$ cat config.mk
export PLATFORM = sky130hd
export DESIGN_NAME = misc_control_registers
export DESIGN_NICKNAME = d
export VERILOG_FILES = /design/src/rtl/misc_ctrl_pkg.sv /design/src/rtl/ext_irq_detect.sv /design/src/rtl/cpu_clock_divider.sv /design/src/rtl/misc_control_registers.sv
export SDC_FILE = /design/constraint.sdc
export NUM_CORES = 1
export LEC_CHECK = 0
export BUFFER_PORTS_ARGS = -buffer_cell sky130_fd_sc_hd__buf_2
export CORE_UTILIZATION = 46
export DETAILED_ROUTE_END_ITERATION = 8
export GPL_TIMING_DRIVEN = 0
export PLACE_DENSITY = 0.81
export SETUP_SLACK_MARGIN = 0.3
export SLEW_MARGIN = 20
export SYNTH_ARGS = -nofsm -noshare
export SYNTH_HDL_FRONTEND = slang
export SYNTH_HIERARCHICAL = 1
export SYNTH_SLANG_ARGS = --single-unit
$ cat constraint.sdc
create_clock -name core_clk -period 1.5 [get_ports core_clk]
set_clock_uncertainty 0.05 [all_clocks]
set_input_delay 0.3 -clock core_clk [delete_from_list [all_inputs] [get_ports core_clk]]
set_output_delay 0.3 -clock core_clk [all_outputs]
set_load 0.05 [all_outputs]
$ cat src/rtl/misc_ctrl_pkg.sv
package misc_ctrl_pkg;

  localparam logic [15:0] MISC_ONE_OFFSET = 16'h0020;
  localparam logic [15:0] MISC_TWO_OFFSET = 16'h0040;
  localparam logic [15:0] IRQ_STATUS_OFFSET = 16'h0060;
  localparam logic [15:0] IRQ_MASK_OFFSET = 16'h0061;

  localparam logic [7:0] MISC_ONE_RESET = 8'h00;
  localparam logic [7:0] MISC_TWO_RESET = 8'h00;
  localparam logic [7:0] IRQ_STATUS_RESET = 8'h00;
  localparam logic [7:0] IRQ_MASK_RESET = 8'h00;

  // misc_control_one fields
  localparam int PORTB_SEL_MSB = 7;
  localparam int PORTB_SEL_LSB = 6;
  localparam int CLOCK_OUT_BIT = 5;
  localparam int PORTA_SEL_MSB = 4;
  localparam int PORTA_SEL_LSB = 3;
  localparam int SLOW_DIV_MSB = 2;
  localparam int SLOW_DIV_LSB = 1;
  localparam int SLOW_MODE_BIT = 0;

  // misc_control_two fields
  localparam logic [7:0] MISC_TWO_USED_MASK = 8'h1f;
  localparam int SERIAL_OUT_DIS_BIT = 4;
  localparam int PWM_CH1_ROUTE_BIT = 3;
  localparam int PWM_CH0_ROUTE_BIT = 2;
  localparam int SS_SOURCE_BIT = 1;
  localparam int SS_INTERNAL_BIT = 0;

  // irq status / mask fields
  localparam logic [7:0] IRQ_USED_MASK = 8'h03;
  localparam int IRQ_PORTA_BIT = 0;
  localparam int IRQ_PORTB_BIT = 1;

  localparam int LINES = 8;
  localparam int DIV_CNT_W = 5;

  typedef enum logic [1:0] {
    TRIG_FALL_LOW = 2'b00,
    TRIG_RISE = 2'b01,
    TRIG_FALL = 2'b10,
    TRIG_BOTH = 2'b11
  } trig_mode_t;

  // slow divider code: bit2 is the msb, bit1 the lsb
  typedef enum logic [1:0] {
    SLOW_DIV4 = 2'b00,
    SLOW_DIV16 = 2'b01,
    SLOW_DIV8 = 2'b10,
    SLOW_DIV32 = 2'b11
  } slow_div_t;

  typedef struct packed {
    logic [15:0] addr;
    logic [7:0] wdata;
    logic wr;
    logic rd;
  } reg_req_t;

  typedef struct packed {
    logic mosi;
    logic miso;
    logic sck;
  } spi_sig_t;

  typedef struct packed {
    logic normal_pin;
    logic normal_oe;
    logic resistive_pin;
    logic resistive_oe;
  } pwm_pins_t;

endpackage

$ cat src/rtl/ext_irq_detect.sv
`timescale 1ns/1ps
module ext_irq_detect (
  input wire logic core_clk,
  input wire logic srst,
  input wire logic [misc_ctrl_pkg::LINES-1:0] lines,
  input wire logic [misc_ctrl_pkg::LINES-1:0] line_enable,
  input wire misc_ctrl_pkg::trig_mode_t mode,
  output logic request
);
  import misc_ctrl_pkg::*;

  typedef struct packed {
    logic [LINES-1:0] prev;
    logic primed;
    logic request;
  } det_state_t;

  det_state_t state_reg;
  det_state_t state_next;
  logic [LINES-1:0] rise;
  logic [LINES-1:0] fall;

  // no edge is seen on the first cycle after reset, so pulled-up lines cannot fire
  genvar i;
  generate
    for (i = 0; i < LINES; i++) begin : g_line
      assign rise[i] = state_reg.primed & line_enable[i] & lines[i] & ~state_reg.prev[i];
      assign fall[i] = state_reg.primed & line_enable[i] & ~lines[i] & state_reg.prev[i];
    end
  endgenerate

  always_comb begin
    state_next = state_reg;
    state_next.prev = lines;
    state_next.primed = 1'b1;
    unique case (mode)
      TRIG_FALL_LOW: state_next.request = (|fall) | (|(line_enable & ~lines));
      TRIG_RISE: state_next.request = |rise;
      TRIG_FALL: state_next.request = |fall;
      TRIG_BOTH: state_next.request = (|rise) | (|fall);
    endcase
  end

  always_ff @(posedge core_clk) begin
    if (srst) begin
      state_reg <= '0;
    end else begin
      state_reg <= state_next;
    end
  end

  assign request = state_reg.request;
endmodule

$ cat src/rtl/cpu_clock_divider.sv
`timescale 1ns/1ps
module cpu_clock_divider (
  input wire logic core_clk,
  input wire logic srst,
  input wire logic slow_mode,
  input wire misc_ctrl_pkg::slow_div_t slow_div,
  output logic cpu_clk,
  output logic cpu_tick,
  output logic osc_half
);
  import misc_ctrl_pkg::*;

  typedef struct packed {
    logic [DIV_CNT_W-1:0] count;
    logic cpu_clk;
    logic cpu_tick;
    logic osc_half;
  } div_state_t;

  div_state_t state_reg;
  div_state_t state_next;
  logic [DIV_CNT_W-1:0] count_inc;
  logic [2:0] tap;

  // a free-running counter keeps every ratio phase-related, but a ratio change moves the tap at once and can cut a cpu_clk phase short
  always_comb begin
    count_inc = state_reg.count + 5'h01;
    tap = 3'h0;
    if (slow_mode) begin
      unique case (slow_div)
        SLOW_DIV4: tap = 3'h1;
        SLOW_DIV8: tap = 3'h2;
        SLOW_DIV16: tap = 3'h3;
        SLOW_DIV32: tap = 3'h4;
      endcase
    end
    state_next = state_reg;
    state_next.count = count_inc;
    state_next.cpu_clk = count_inc[tap];
    state_next.cpu_tick = count_inc[tap] & ~state_reg.cpu_clk;
    state_next.osc_half = count_inc[0];
  end

  always_ff @(posedge core_clk) begin
    if (srst) begin
      state_reg <= '0;
    end else begin
      state_reg <= state_next;
    end
  end

  assign cpu_clk = state_reg.cpu_clk;
  assign cpu_tick = state_reg.cpu_tick;
  assign osc_half = state_reg.osc_half;
endmodule

$ cat src/rtl/misc_control_registers.sv
// The address-and-strobe port is this design's own decision.
`timescale 1ns/1ps
module misc_control_registers (
  input wire logic core_clk,
  input wire logic srst,
  input wire misc_ctrl_pkg::reg_req_t reg_req,
  output logic [7:0] reg_rdata,
  input wire logic [misc_ctrl_pkg::LINES-1:0] porta_lines,
  input wire logic [misc_ctrl_pkg::LINES-1:0] porta_line_enable,
  input wire logic [misc_ctrl_pkg::LINES-1:0] portb_lines,
  input wire logic [misc_ctrl_pkg::LINES-1:0] portb_line_enable,
  output logic porta_ext_irq,
  output logic portb_ext_irq,
  output logic irq,
  output logic cpu_clk,
  output logic cpu_tick,
  input wire logic clock_out_gpio_value,
  input wire logic clock_out_gpio_oe,
  output logic clock_out_pin,
  output logic clock_out_oe,
  output logic clock_out_enable,
  input wire misc_ctrl_pkg::spi_sig_t spi_out,
  input wire misc_ctrl_pkg::spi_sig_t spi_out_oe,
  output misc_ctrl_pkg::spi_sig_t spi_pin_out,
  output misc_ctrl_pkg::spi_sig_t spi_pin_oe,
  output logic serial_out_disable,
  input wire logic slave_select_pin_n,
  output logic spi_slave_select_n,
  input wire logic pwm_ch0,
  input wire logic pwm_ch0_enable,
  input wire logic pwm_ch1,
  input wire logic pwm_ch1_enable,
  output misc_ctrl_pkg::pwm_pins_t pwm_ch0_pins,
  output misc_ctrl_pkg::pwm_pins_t pwm_ch1_pins
);
  import misc_ctrl_pkg::*;

  typedef struct packed {
    logic [7:0] misc_control_one;
    logic [7:0] misc_control_two;
    logic [7:0] irq_status;
    logic [7:0] irq_mask;
    logic [7:0] rdata;
    logic clock_out_pin;
    logic clock_out_oe;
    spi_sig_t spi_pin_out;
    spi_sig_t spi_pin_oe;
    logic slave_select_n;
    pwm_pins_t pwm_ch0_pins;
    pwm_pins_t pwm_ch1_pins;
  } ctrl_state_t;

  ctrl_state_t state_reg;
  ctrl_state_t state_next;

  trig_mode_t porta_irq_trigger_sel;
  trig_mode_t portb_irq_trigger_sel;
  slow_div_t slow_clock_divider;
  logic slow_mode_select;
  logic clock_out_sel;
  logic pwm_ch1_route;
  logic pwm_ch0_route;
  logic slave_select_source;
  logic slave_select_internal_value;
  logic osc_half;
  logic [7:0] irq_events;
  logic wr_one;
  logic wr_two;
  logic wr_status;
  logic wr_mask;

  // field views of the control registers
  assign portb_irq_trigger_sel = trig_mode_t'(state_reg.misc_control_one[PORTB_SEL_MSB:PORTB_SEL_LSB]);
  assign porta_irq_trigger_sel = trig_mode_t'(state_reg.misc_control_one[PORTA_SEL_MSB:PORTA_SEL_LSB]);
  assign clock_out_sel = state_reg.misc_control_one[CLOCK_OUT_BIT];
  assign slow_clock_divider = slow_div_t'(state_reg.misc_control_one[SLOW_DIV_MSB:SLOW_DIV_LSB]);
  assign slow_mode_select = state_reg.misc_control_one[SLOW_MODE_BIT];
  assign serial_out_disable = state_reg.misc_control_two[SERIAL_OUT_DIS_BIT];
  assign pwm_ch1_route = state_reg.misc_control_two[PWM_CH1_ROUTE_BIT];
  assign pwm_ch0_route = state_reg.misc_control_two[PWM_CH0_ROUTE_BIT];
  assign slave_select_source = state_reg.misc_control_two[SS_SOURCE_BIT];
  assign slave_select_internal_value = state_reg.misc_control_two[SS_INTERNAL_BIT];

  ext_irq_detect u_porta_detect (
    .core_clk(core_clk),
    .srst(srst),
    .lines(porta_lines),
    .line_enable(porta_line_enable),
    .mode(porta_irq_trigger_sel),
    .request(porta_ext_irq)
  );

  ext_irq_detect u_portb_detect (
    .core_clk(core_clk),
    .srst(srst),
    .lines(portb_lines),
    .line_enable(portb_line_enable),
    .mode(portb_irq_trigger_sel),
    .request(portb_ext_irq)
  );

  cpu_clock_divider u_cpu_div (
    .core_clk(core_clk),
    .srst(srst),
    .slow_mode(slow_mode_select),
    .slow_div(slow_clock_divider),
    .cpu_clk(cpu_clk),
    .cpu_tick(cpu_tick),
    .osc_half(osc_half)
  );

  always_comb begin
    wr_one = reg_req.wr & (reg_req.addr == MISC_ONE_OFFSET);
    wr_two = reg_req.wr & (reg_req.addr == MISC_TWO_OFFSET);
    wr_status = reg_req.wr & (reg_req.addr == IRQ_STATUS_OFFSET);
    wr_mask = reg_req.wr & (reg_req.addr == IRQ_MASK_OFFSET);
    irq_events = 8'h00;
    irq_events[IRQ_PORTA_BIT] = porta_ext_irq;
    irq_events[IRQ_PORTB_BIT] = portb_ext_irq;

    state_next = state_reg;

    // register writes
    if (wr_one) begin
      state_next.misc_control_one = reg_req.wdata;
    end
    if (wr_two) begin
      state_next.misc_control_two = reg_req.wdata & MISC_TWO_USED_MASK;
    end
    if (wr_mask) begin
      state_next.irq_mask = reg_req.wdata & IRQ_USED_MASK;
    end
    // a request in the clearing cycle survives: set wins over write-one-to-clear
    if (wr_status) begin
      state_next.irq_status = state_reg.irq_status & ~reg_req.wdata;
    end
    state_next.irq_status = state_next.irq_status | irq_events;

    // read data stand in the cycle after the strobe only
    state_next.rdata = 8'h00;
    if (reg_req.rd) begin
      unique case (reg_req.addr)
        MISC_ONE_OFFSET: state_next.rdata = state_reg.misc_control_one;
        MISC_TWO_OFFSET: state_next.rdata = state_reg.misc_control_two;
        IRQ_STATUS_OFFSET: state_next.rdata = state_reg.irq_status;
        IRQ_MASK_OFFSET: state_next.rdata = state_reg.irq_mask;
        default: state_next.rdata = 8'h00;
      endcase
    end

    // clock output: alternate function takes the pin over general I/O
    if (clock_out_sel) begin
      state_next.clock_out_pin = osc_half;
      state_next.clock_out_oe = 1'b1;
    end else begin
      state_next.clock_out_pin = clock_out_gpio_value;
      state_next.clock_out_oe = clock_out_gpio_oe;
    end

    // serial outputs; pin values still follow so that only the enable decides ownership
    state_next.spi_pin_out = spi_out;
    state_next.spi_pin_oe = serial_out_disable ? 3'b000 : spi_out_oe;

    // slave select source
    state_next.slave_select_n = slave_select_source ? slave_select_internal_value : slave_select_pin_n;

    // pwm routing; only the selected pin is driven, the other is released
    state_next.pwm_ch0_pins.normal_pin = pwm_ch0 & ~pwm_ch0_route;
    state_next.pwm_ch0_pins.normal_oe = pwm_ch0_enable & ~pwm_ch0_route;
    state_next.pwm_ch0_pins.resistive_pin = pwm_ch0 & pwm_ch0_route;
    state_next.pwm_ch0_pins.resistive_oe = pwm_ch0_enable & pwm_ch0_route;
    state_next.pwm_ch1_pins.normal_pin = pwm_ch1 & ~pwm_ch1_route;
    state_next.pwm_ch1_pins.normal_oe = pwm_ch1_enable & ~pwm_ch1_route;
    state_next.pwm_ch1_pins.resistive_pin = pwm_ch1 & pwm_ch1_route;
    state_next.pwm_ch1_pins.resistive_oe = pwm_ch1_enable & pwm_ch1_route;
  end

  always_ff @(posedge core_clk) begin
    if (srst) begin
      state_reg <= '0;
      state_reg.misc_control_one <= MISC_ONE_RESET;
      state_reg.misc_control_two <= MISC_TWO_RESET;
      state_reg.irq_status <= IRQ_STATUS_RESET;
      state_reg.irq_mask <= IRQ_MASK_RESET;
      state_reg.slave_select_n <= 1'b1;
    end else begin
      state_reg <= state_next;
    end
  end

  assign reg_rdata = state_reg.rdata;
  assign irq = |(state_reg.irq_status & state_reg.irq_mask);
  assign clock_out_enable = clock_out_sel;
  assign clock_out_pin = state_reg.clock_out_pin;
  assign clock_out_oe = state_reg.clock_out_oe;
  assign spi_pin_out = state_reg.spi_pin_out;
  assign spi_pin_oe = state_reg.spi_pin_oe;
  assign spi_slave_select_n = state_reg.slave_select_n;
  assign pwm_ch0_pins = state_reg.pwm_ch0_pins;
  assign pwm_ch1_pins = state_reg.pwm_ch1_pins;
endmodule

==> summary.md, run 1 <==
| Metric | Value |
|---|---|
| Largest register FFs | `10` |
| Iteration-0 DRC count of the detailed router | `216` |
| Worst skew pair latency | `340 ps` |
| Number of global-route vias before repair | `3390` |
| Die Area | `7940 um^2` |
| Switching Share | `0.258` |
| I/O pin total | `105` |
| Synth top cells by count | `dfxtp_1 (75), nor2_1 (26), a21oi_1 (25)` |
| Most common cell in the netlist | `dfxtp_1` |
| Fin. Hold Viols | `0` |
| Clock share of power | `0.364` |
| Worst EP arrival | `1680 ps` |
| Crit path kind | `input port to flip-flop` |
| RSZ-0062 raised after global routing | `yes` |
| Fillers | `475` |
| Congestion Overflow GR | `0` |
| H-Tree Depth | `3` |
| Drt wl/cell | `17.1 um` |
| WHS | `104 ps` |
| Psw | `1120 uW` |
| CP cell instances | `buf_6 -> nor4_4 -> and4_1 -> buf_6 -> buf_8 -> nand3_2 -> a21oi_2` |
| Final min period | `1480 ps` |
| Ys flop type | `dfxtp_1` |
| VDD IR-drop max | `0.374 mV` |
| DR vias | `3497` |
| Total CTS buffers | `9` |
| Power share of the combinational group | `0.154` |
| Leakage power | `0.00228 uW` |
| Fmax | `675 MHz` |
| Worst r2r src | `slow_clock_divider[0]` |
| Sequential area share after synthesis | `0.430` |
| Total Routing Usage GR | `0.254` |
| GPL Wtd Cong | `0.795` |
| Reg power frac | `0.483` |
| Rel. slew slack | `0.650` |
| N_diodes | `0` |
| Share of cells above drive strength 1 | `0.568` |
| Final setup viols | `0` |
| Power Density | `787 nW/um^2` |
| Max-Cap Viols | `0` |
| FF-to-FF setup slack | `130 ps` |
| Die width | `89.1 um` |
| Max clock buf depth | `2` |
| Root buf cell | `clkbuf_8` |
| Synth top area share | `0.430` |
| DRC viols | `0` |
| Synth Area per Inst | `9.26 um^2` |
| Initial core utilization | `0.479` |
| Status | `complete, no violations` |
| HP Class | `input port to flip-flop` |
| Synth area leader | `dfxtp_1` |
| Syn Nets | `460` |
| CP most frequent cell | `buf_6` |
| Syn Std Cell Area | `3490 um^2` |
| Worst-Margin Slew | `525 ps` |
| Final worst path period share | `0.988` |
| Hold-fix buffers, CTS | `0` |
| Worst setup slack after layout | `18.6 ps` |
| Non-filler cells in the finished layout | `629` |
| Overall routed net length | `10700 um` |
| Utilization after layout | `0.758` |
| DP Wirelength | `6130 um` |
| Initial antenna violation count | `0` |
| DR vias/cell | `5.56` |
| CORE AREA | `7290 um^2` |
| EDFF count, synth | `0` |
| CTS tree | `yes` |
| CP max FO | `6` |
| Synthesis-stage register bit count | `75` |
| Slowest cell delay on critical path | `380 ps` |
| Reg clk slew, reported paths | `80 ps` |
| CP Launch Type | `input port` |
| CP endpoint | `slow_clock_divider[1]` |
| DR pass1 iterations | `6` |
| Die height | `89.1 um` |
| Fin nets | `608` |
| Setup crit start | `reg_req[18]` |
| IO buf count | `103` |
| YS warnings | `6` |
| Fin. max-slew vios | `0` |
| Post-DRT Antenna Nets | `0` |
| Internal power | `3230 uW` |
| RR Endpoint | `u_cpu_div/cpu_clk` |
| CP max-delay cell | `nor4_4` |
| Worst Path Required | `1700 ps` |
| Distinct cells, synth | `54` |
| Dpl ws | `-420 ps` |
| Async S/R FF share, synth | `0` |
| Largest net degree at the start of global routing | `29` |
| Post-synthesis cell count | `377` |
| CTS sink cnt | `75` |
| First-pass GRT wire length | `15300 um` |
| Reg2Reg Depth | `6` |
| Final instance area | `5530 um^2` |
| Dpl cells | `579` |
| Crit. End Element | `flip-flop` |
| Most area-consuming cells after synthesis | `dfxtp_1 (43%), buf_4 (5.2%), nor2b_1 (3.9%), a21oi_1 (3.6%), ha_1 (3.6%)` |
| Layout area overhead | `58.3%` |
| Hold_sp | `spi_out_oe[1]` |
| Placement Rows | `31` |
| Post-DP Area | `4230 um^2` |
final cells by class:
type	count	area [um^2]	area share
multi-input combinational	243	2010	0.363
timing repair buffer	137	1190	0.216
clock buffer	14	163	0.0294
tap	99	124	0.0224
buffer	34	345	0.0625
sequential	75	1560	0.283
clock inverter	2	35.0	0.00634
inverter	25	96.3	0.0174
worst max-delay path: cells and delay by family:
| family | cells | cell delay, ps |
|---|---|---|
| AOI/OAI and AO/OA | 1 | 200 |
| and+or+nand+nor | 3 | 760 |
| buffers and inverters | 3 | 430 |
layout by cell type, fill, tap and decap left out, types with 5 or more instances in the layout:
cell type	Yosys	routed
dfxtp_2	0	31
nor2_1	26	23
nand2b_1	13	13
buf_2	2	65
o21ai_1	2	10
nor2b_1	22	22
dfxtp_1	75	38
clkbuf_8	0	11
and2_1	6	5
buf_6	2	46
nand3b_1	8	8
o21ai_0	18	5
a21oi_2	0	21
nand3_2	1	13
buf_8	1	32
ha_1	10	7
buf_4	24	22
dfxtp_4	0	6
inv_1	21	19
nand2_1	16	16
nand4_1	7	7
stage by stage:
step / setup TNS (ps) / total power, uW
floorplan: 0 / 2430
global placement: -11110 / 2630
detailed placement: -12520 / 2640
CTS: 0 / 4280
global route: -13.8 / 4510
finish: 0 / 4350
logic make-up (layout without fill, tap and decap cells):
| logic type | count (synthesis) | in the layout | synth area share |
|---|---|---|---|
| AOI/OAI and AO/OA | 87 | 87 | 0.172 |
| xor gates and xnor gates | 2 | 2 | 0.00502 |
| adders and majority gates | 10 | 10 | 0.0358 |
| buffers and inverters | 59 | 212 | 0.0975 |
| DFF | 75 | 75 | 0.430 |
| muxes | 3 | 3 | 0.0115 |
| and+or+nand+nor | 141 | 141 | 0.248 |
power groups by stage:
stage                     Combinational [uW]  Sequential [uW]  Clock, uW
after floorplan                          257             2170          0
after global placement                   496             2130          0
after detailed placement                 508             2140          0
after CTS                                605             2090       1580
after global routing                     715             2100       1690
final                                    669             2100       1580
worst min-delay path by stage:
stage | to | depth (start not counted)
2_1_floorplan | u_cpu_div/state_reg[3] | 1
3_3_place_gp | state_reg[38] | 2
3_5_place_dp | state_reg[38] | 2
4_1_cts | spi_pin_oe[1] | 2
5_1_grt | spi_pin_oe[1] | 2
6_report | spi_pin_oe[1] | 2
per-layer routing:
layer,share of wire,global-route usage
met1,0.38,0.282
met2,0.53,0.474
met3,0.064,0.0545
met4,0.025,0.0938
met5,0,0
what timing repair did:
item,in CTS,in global routing
cloned,2,0
pin swaps,45,29
setup buffers,23,9
endpoints found under the hold margin,0,0
gates resized for setup,144,114
endpoints found under the setup margin,79,68
(Power assumes the default switching activity.)
==> run 2, diff against run 1 <==
Settings changed: CORE_ASPECT_RATIO from default to 2, CTS_BUF_LIST from default to sky130_fd_sc_hd__clkbuf_16.
==> summary.md, run 2 (synthesis gave the netlist of run 1 again) <==
| Metric | Value |
|---|---|
| Worst r2r src | `slow_clock_divider[0]` |
| DR vias/cell | `5.61 (+0.89%)` |
| Dpl ws | `-428 ps (-7.51 ps)` |
| Final worst path period share | `0.941 (-0.0464)` |
| I/O pin total | `105 (unchanged)` |
| VDD IR-drop max | `0.763 mV (+100%)` |
| CORE AREA | `7320 um^2 (+0.41%)` |
| Final setup viols | `0 (unchanged)` |
| Max clock buf depth | `2 (unchanged)` |
| Final instance area | `5600 um^2 (+1.4%)` |
| Reg2Reg Depth | `6 (unchanged)` |
| Root buf cell | `clkbuf_16` |
| Leakage power | `0.00233 uW (+2.2%)` |
| CP max FO | `8 (+2)` |
| Final min period | `1410 ps (-69.6 ps)` |
| Fin. Hold Viols | `0 (unchanged)` |
| Worst-Margin Slew | `532 ps (+7.10 ps)` |
| H-Tree Depth | `3 (unchanged)` |
| Most frequent cells in the layout | `buf_2 (62), buf_6 (46), dfxtp_1 (41), buf_8 (29), dfxtp_2 (29)` |
| Slowest cell delay on critical path | `350 ps (-30 ps)` |
| Hold_sp | `reg_req[7]` |
| DR pass1 iterations | `5 (-1)` |
| Hold path depth | `2 (unchanged)` |
| Iteration-0 DRC count of the detailed router | `150 (-31%)` |
| Max-Cap Viols | `0 (unchanged)` |
| Worst EP arrival | `1540 ps (-140 ps)` |
| N_diodes | `0 (unchanged)` |
| First-pass GRT wire length | `16700 um (+8.8%)` |
| Worst hold endpoint | `state_reg[38]` |
| DR vias | `3500 (+0.086%)` |
| Overall routed net length | `11300 um (+5.0%)` |
| Utilization after layout | `0.765 (+0.00731)` |
| Share of cells above drive strength 1 | `0.568 (about the same)` |
| CTS sink cnt | `75 (unchanged)` |
| FF-to-FF setup slack | `110 ps (-20 ps)` |
| Reg clk slew, reported paths | `60 ps (-20 ps)` |
| Post-DRT Antenna Nets | `0 (unchanged)` |
| Fmax | `708 MHz (+4.9%)` |
| Total Routing Usage GR | `0.269 (+0.0153)` |
| Fin. max-slew vios | `0 (unchanged)` |
| IO buf count | `103 (unchanged)` |
| Largest register FFs | `10 (unchanged)` |
| Commonest non-fill, non-tap cell in the layout | `buf_2` |
| RR Endpoint | `u_cpu_div/cpu_clk` |
| Largest net degree at the start of global routing | `29 (unchanged)` |
| Non-filler cells in the finished layout | `624 (-0.79%)` |
| Total CTS buffers | `9 (unchanged)` |
| Initial core utilization | `0.477 (-0.00196)` |
| GPL Wtd Cong | `0.853 (+7.3%)` |
| Die height | `125 um (+40%)` |
| WHS | `123 ps (+19.0 ps)` |
| Number of global-route vias before repair | `3600 (+6.2%)` |
| Die width | `63.6 um (-29%)` |
| DRC viols | `0 (unchanged)` |
| Die Area | `7970 um^2 (+0.27%)` |
| Initial antenna violation count | `0 (unchanged)` |
| Worst skew pair latency | `330 ps (about the same)` |
| Fin nets | `610 (+0.33%)` |
| CTS tree | `yes` |
| Power Density | `835 nW/um^2 (+6.1%)` |
| RSZ-0062 raised after global routing | `yes` |
| DP Wirelength | `6560 um (+7.1%)` |
| CP most frequent cell | `buf_6` |
| Post-DP Area | `4220 um^2 (-0.21%)` |
| Drt wl/cell | `18.1 um (+5.8%)` |
| HP Class | `input port to flip-flop` |
| Worst Path Required | `1630 ps (-70 ps)` |
| CP Launch Type | `input port` |
| Worst setup slack after layout | `88.2 ps (+69.6 ps)` |
| CP cell instances | `buf_6 -> nor4b_4 -> and4_1 -> buf_6 -> and2_4 -> buf_8 -> a311oi_1` |
| Layout area overhead | `60.4%` |
| Dpl cells | `572 (-1.2%)` |
| Rel. slew slack | `0.645 (-0.00473)` |
| Status | `complete, no violations` |
| Crit. End Element | `flip-flop` |
| Congestion Overflow GR | `0 (unchanged)` |
| Crit path kind | `input port to flip-flop` |
| CP max-delay cell | `nor4b_4` |
| Placement Rows | `44 (+42%)` |
==> run 2: final cells by class <==
cell class / instances / area [um^2]
Sequential cell: 75 / 1560
Multi-Input combinational cell: 243 / 1990
Fill cell: 454 / 1720
Tap cell: 92 / 115
Clock inverter: 7 / 35.0
Clock buffer: 9 / 225
Buffer: 34 / 348
Timing Repair Buffer: 139 / 1230
Inverter: 25 / 96.3
==> run 2: worst max-delay path by stage <==
stage	start	end	slack, ps	depth (start not counted)
after global placement	srst	pwm_ch1_pins[3]	-390	4
after floorplan	reg_req[20]	state_reg[33]	5	6
after global routing	slow_clock_divider[0]	u_cpu_div/cpu_clk	50	6
final	reg_req[13]	state_reg[34]	90	7
after CTS	state_reg[26]	irq	110	2
after detailed placement	srst	pwm_ch1_pins[3]	-430	4
==> run 2: metrics by stage <==
| stage | power (uW) | setup TNS, ps |
|---|---|---|
| final | 4680 | 0 |
| after detailed placement | 2650 | -11960 |
| after global routing | 4850 | 0 |
| after floorplan | 2430 | 0 |
| after CTS | 4620 | 0 |
| after global placement | 2630 | -10800 |
==> run 2: per-layer routing <==
metal / share of wire / vias up / global-route usage
met5: 0 / - / 0
met4: 0.044 / 0 / 0.171
met3: 0.040 / 43 / 0.0347
met2: 0.57 / 135 / 0.521
met1: 0.35 / 1694 / 0.252
li1: - / 1628 / -
==> run 2: power by group <==
| group | switching, uW | total [uW] | internal, uW |
|---|---|---|---|
| logic | 364 | 684 | 320 |
| clock network | 799 | 1890 | 1090 |
| registers | 48.3 | 2100 | 2060 |
==> run 2: repair_timing <==
action / CTS / global route
gates cloned: 2 / 0
buffers inserted: 25 / 9
endpoints found under the setup margin: 77 / 64
resized for setup: 165 / 93
hold buffers: 0 / 0
hold endpoints to repair: 0 / 0
pin swaps: 37 / 30
==> run 2: worst max-delay path, delay by kind of cell <==
family / cells / cell delay, ps
AOI/OAI and AO/OA: 1 / 110
buffers and inverters: 3 / 370
and+or+nand+nor: 3 / 760
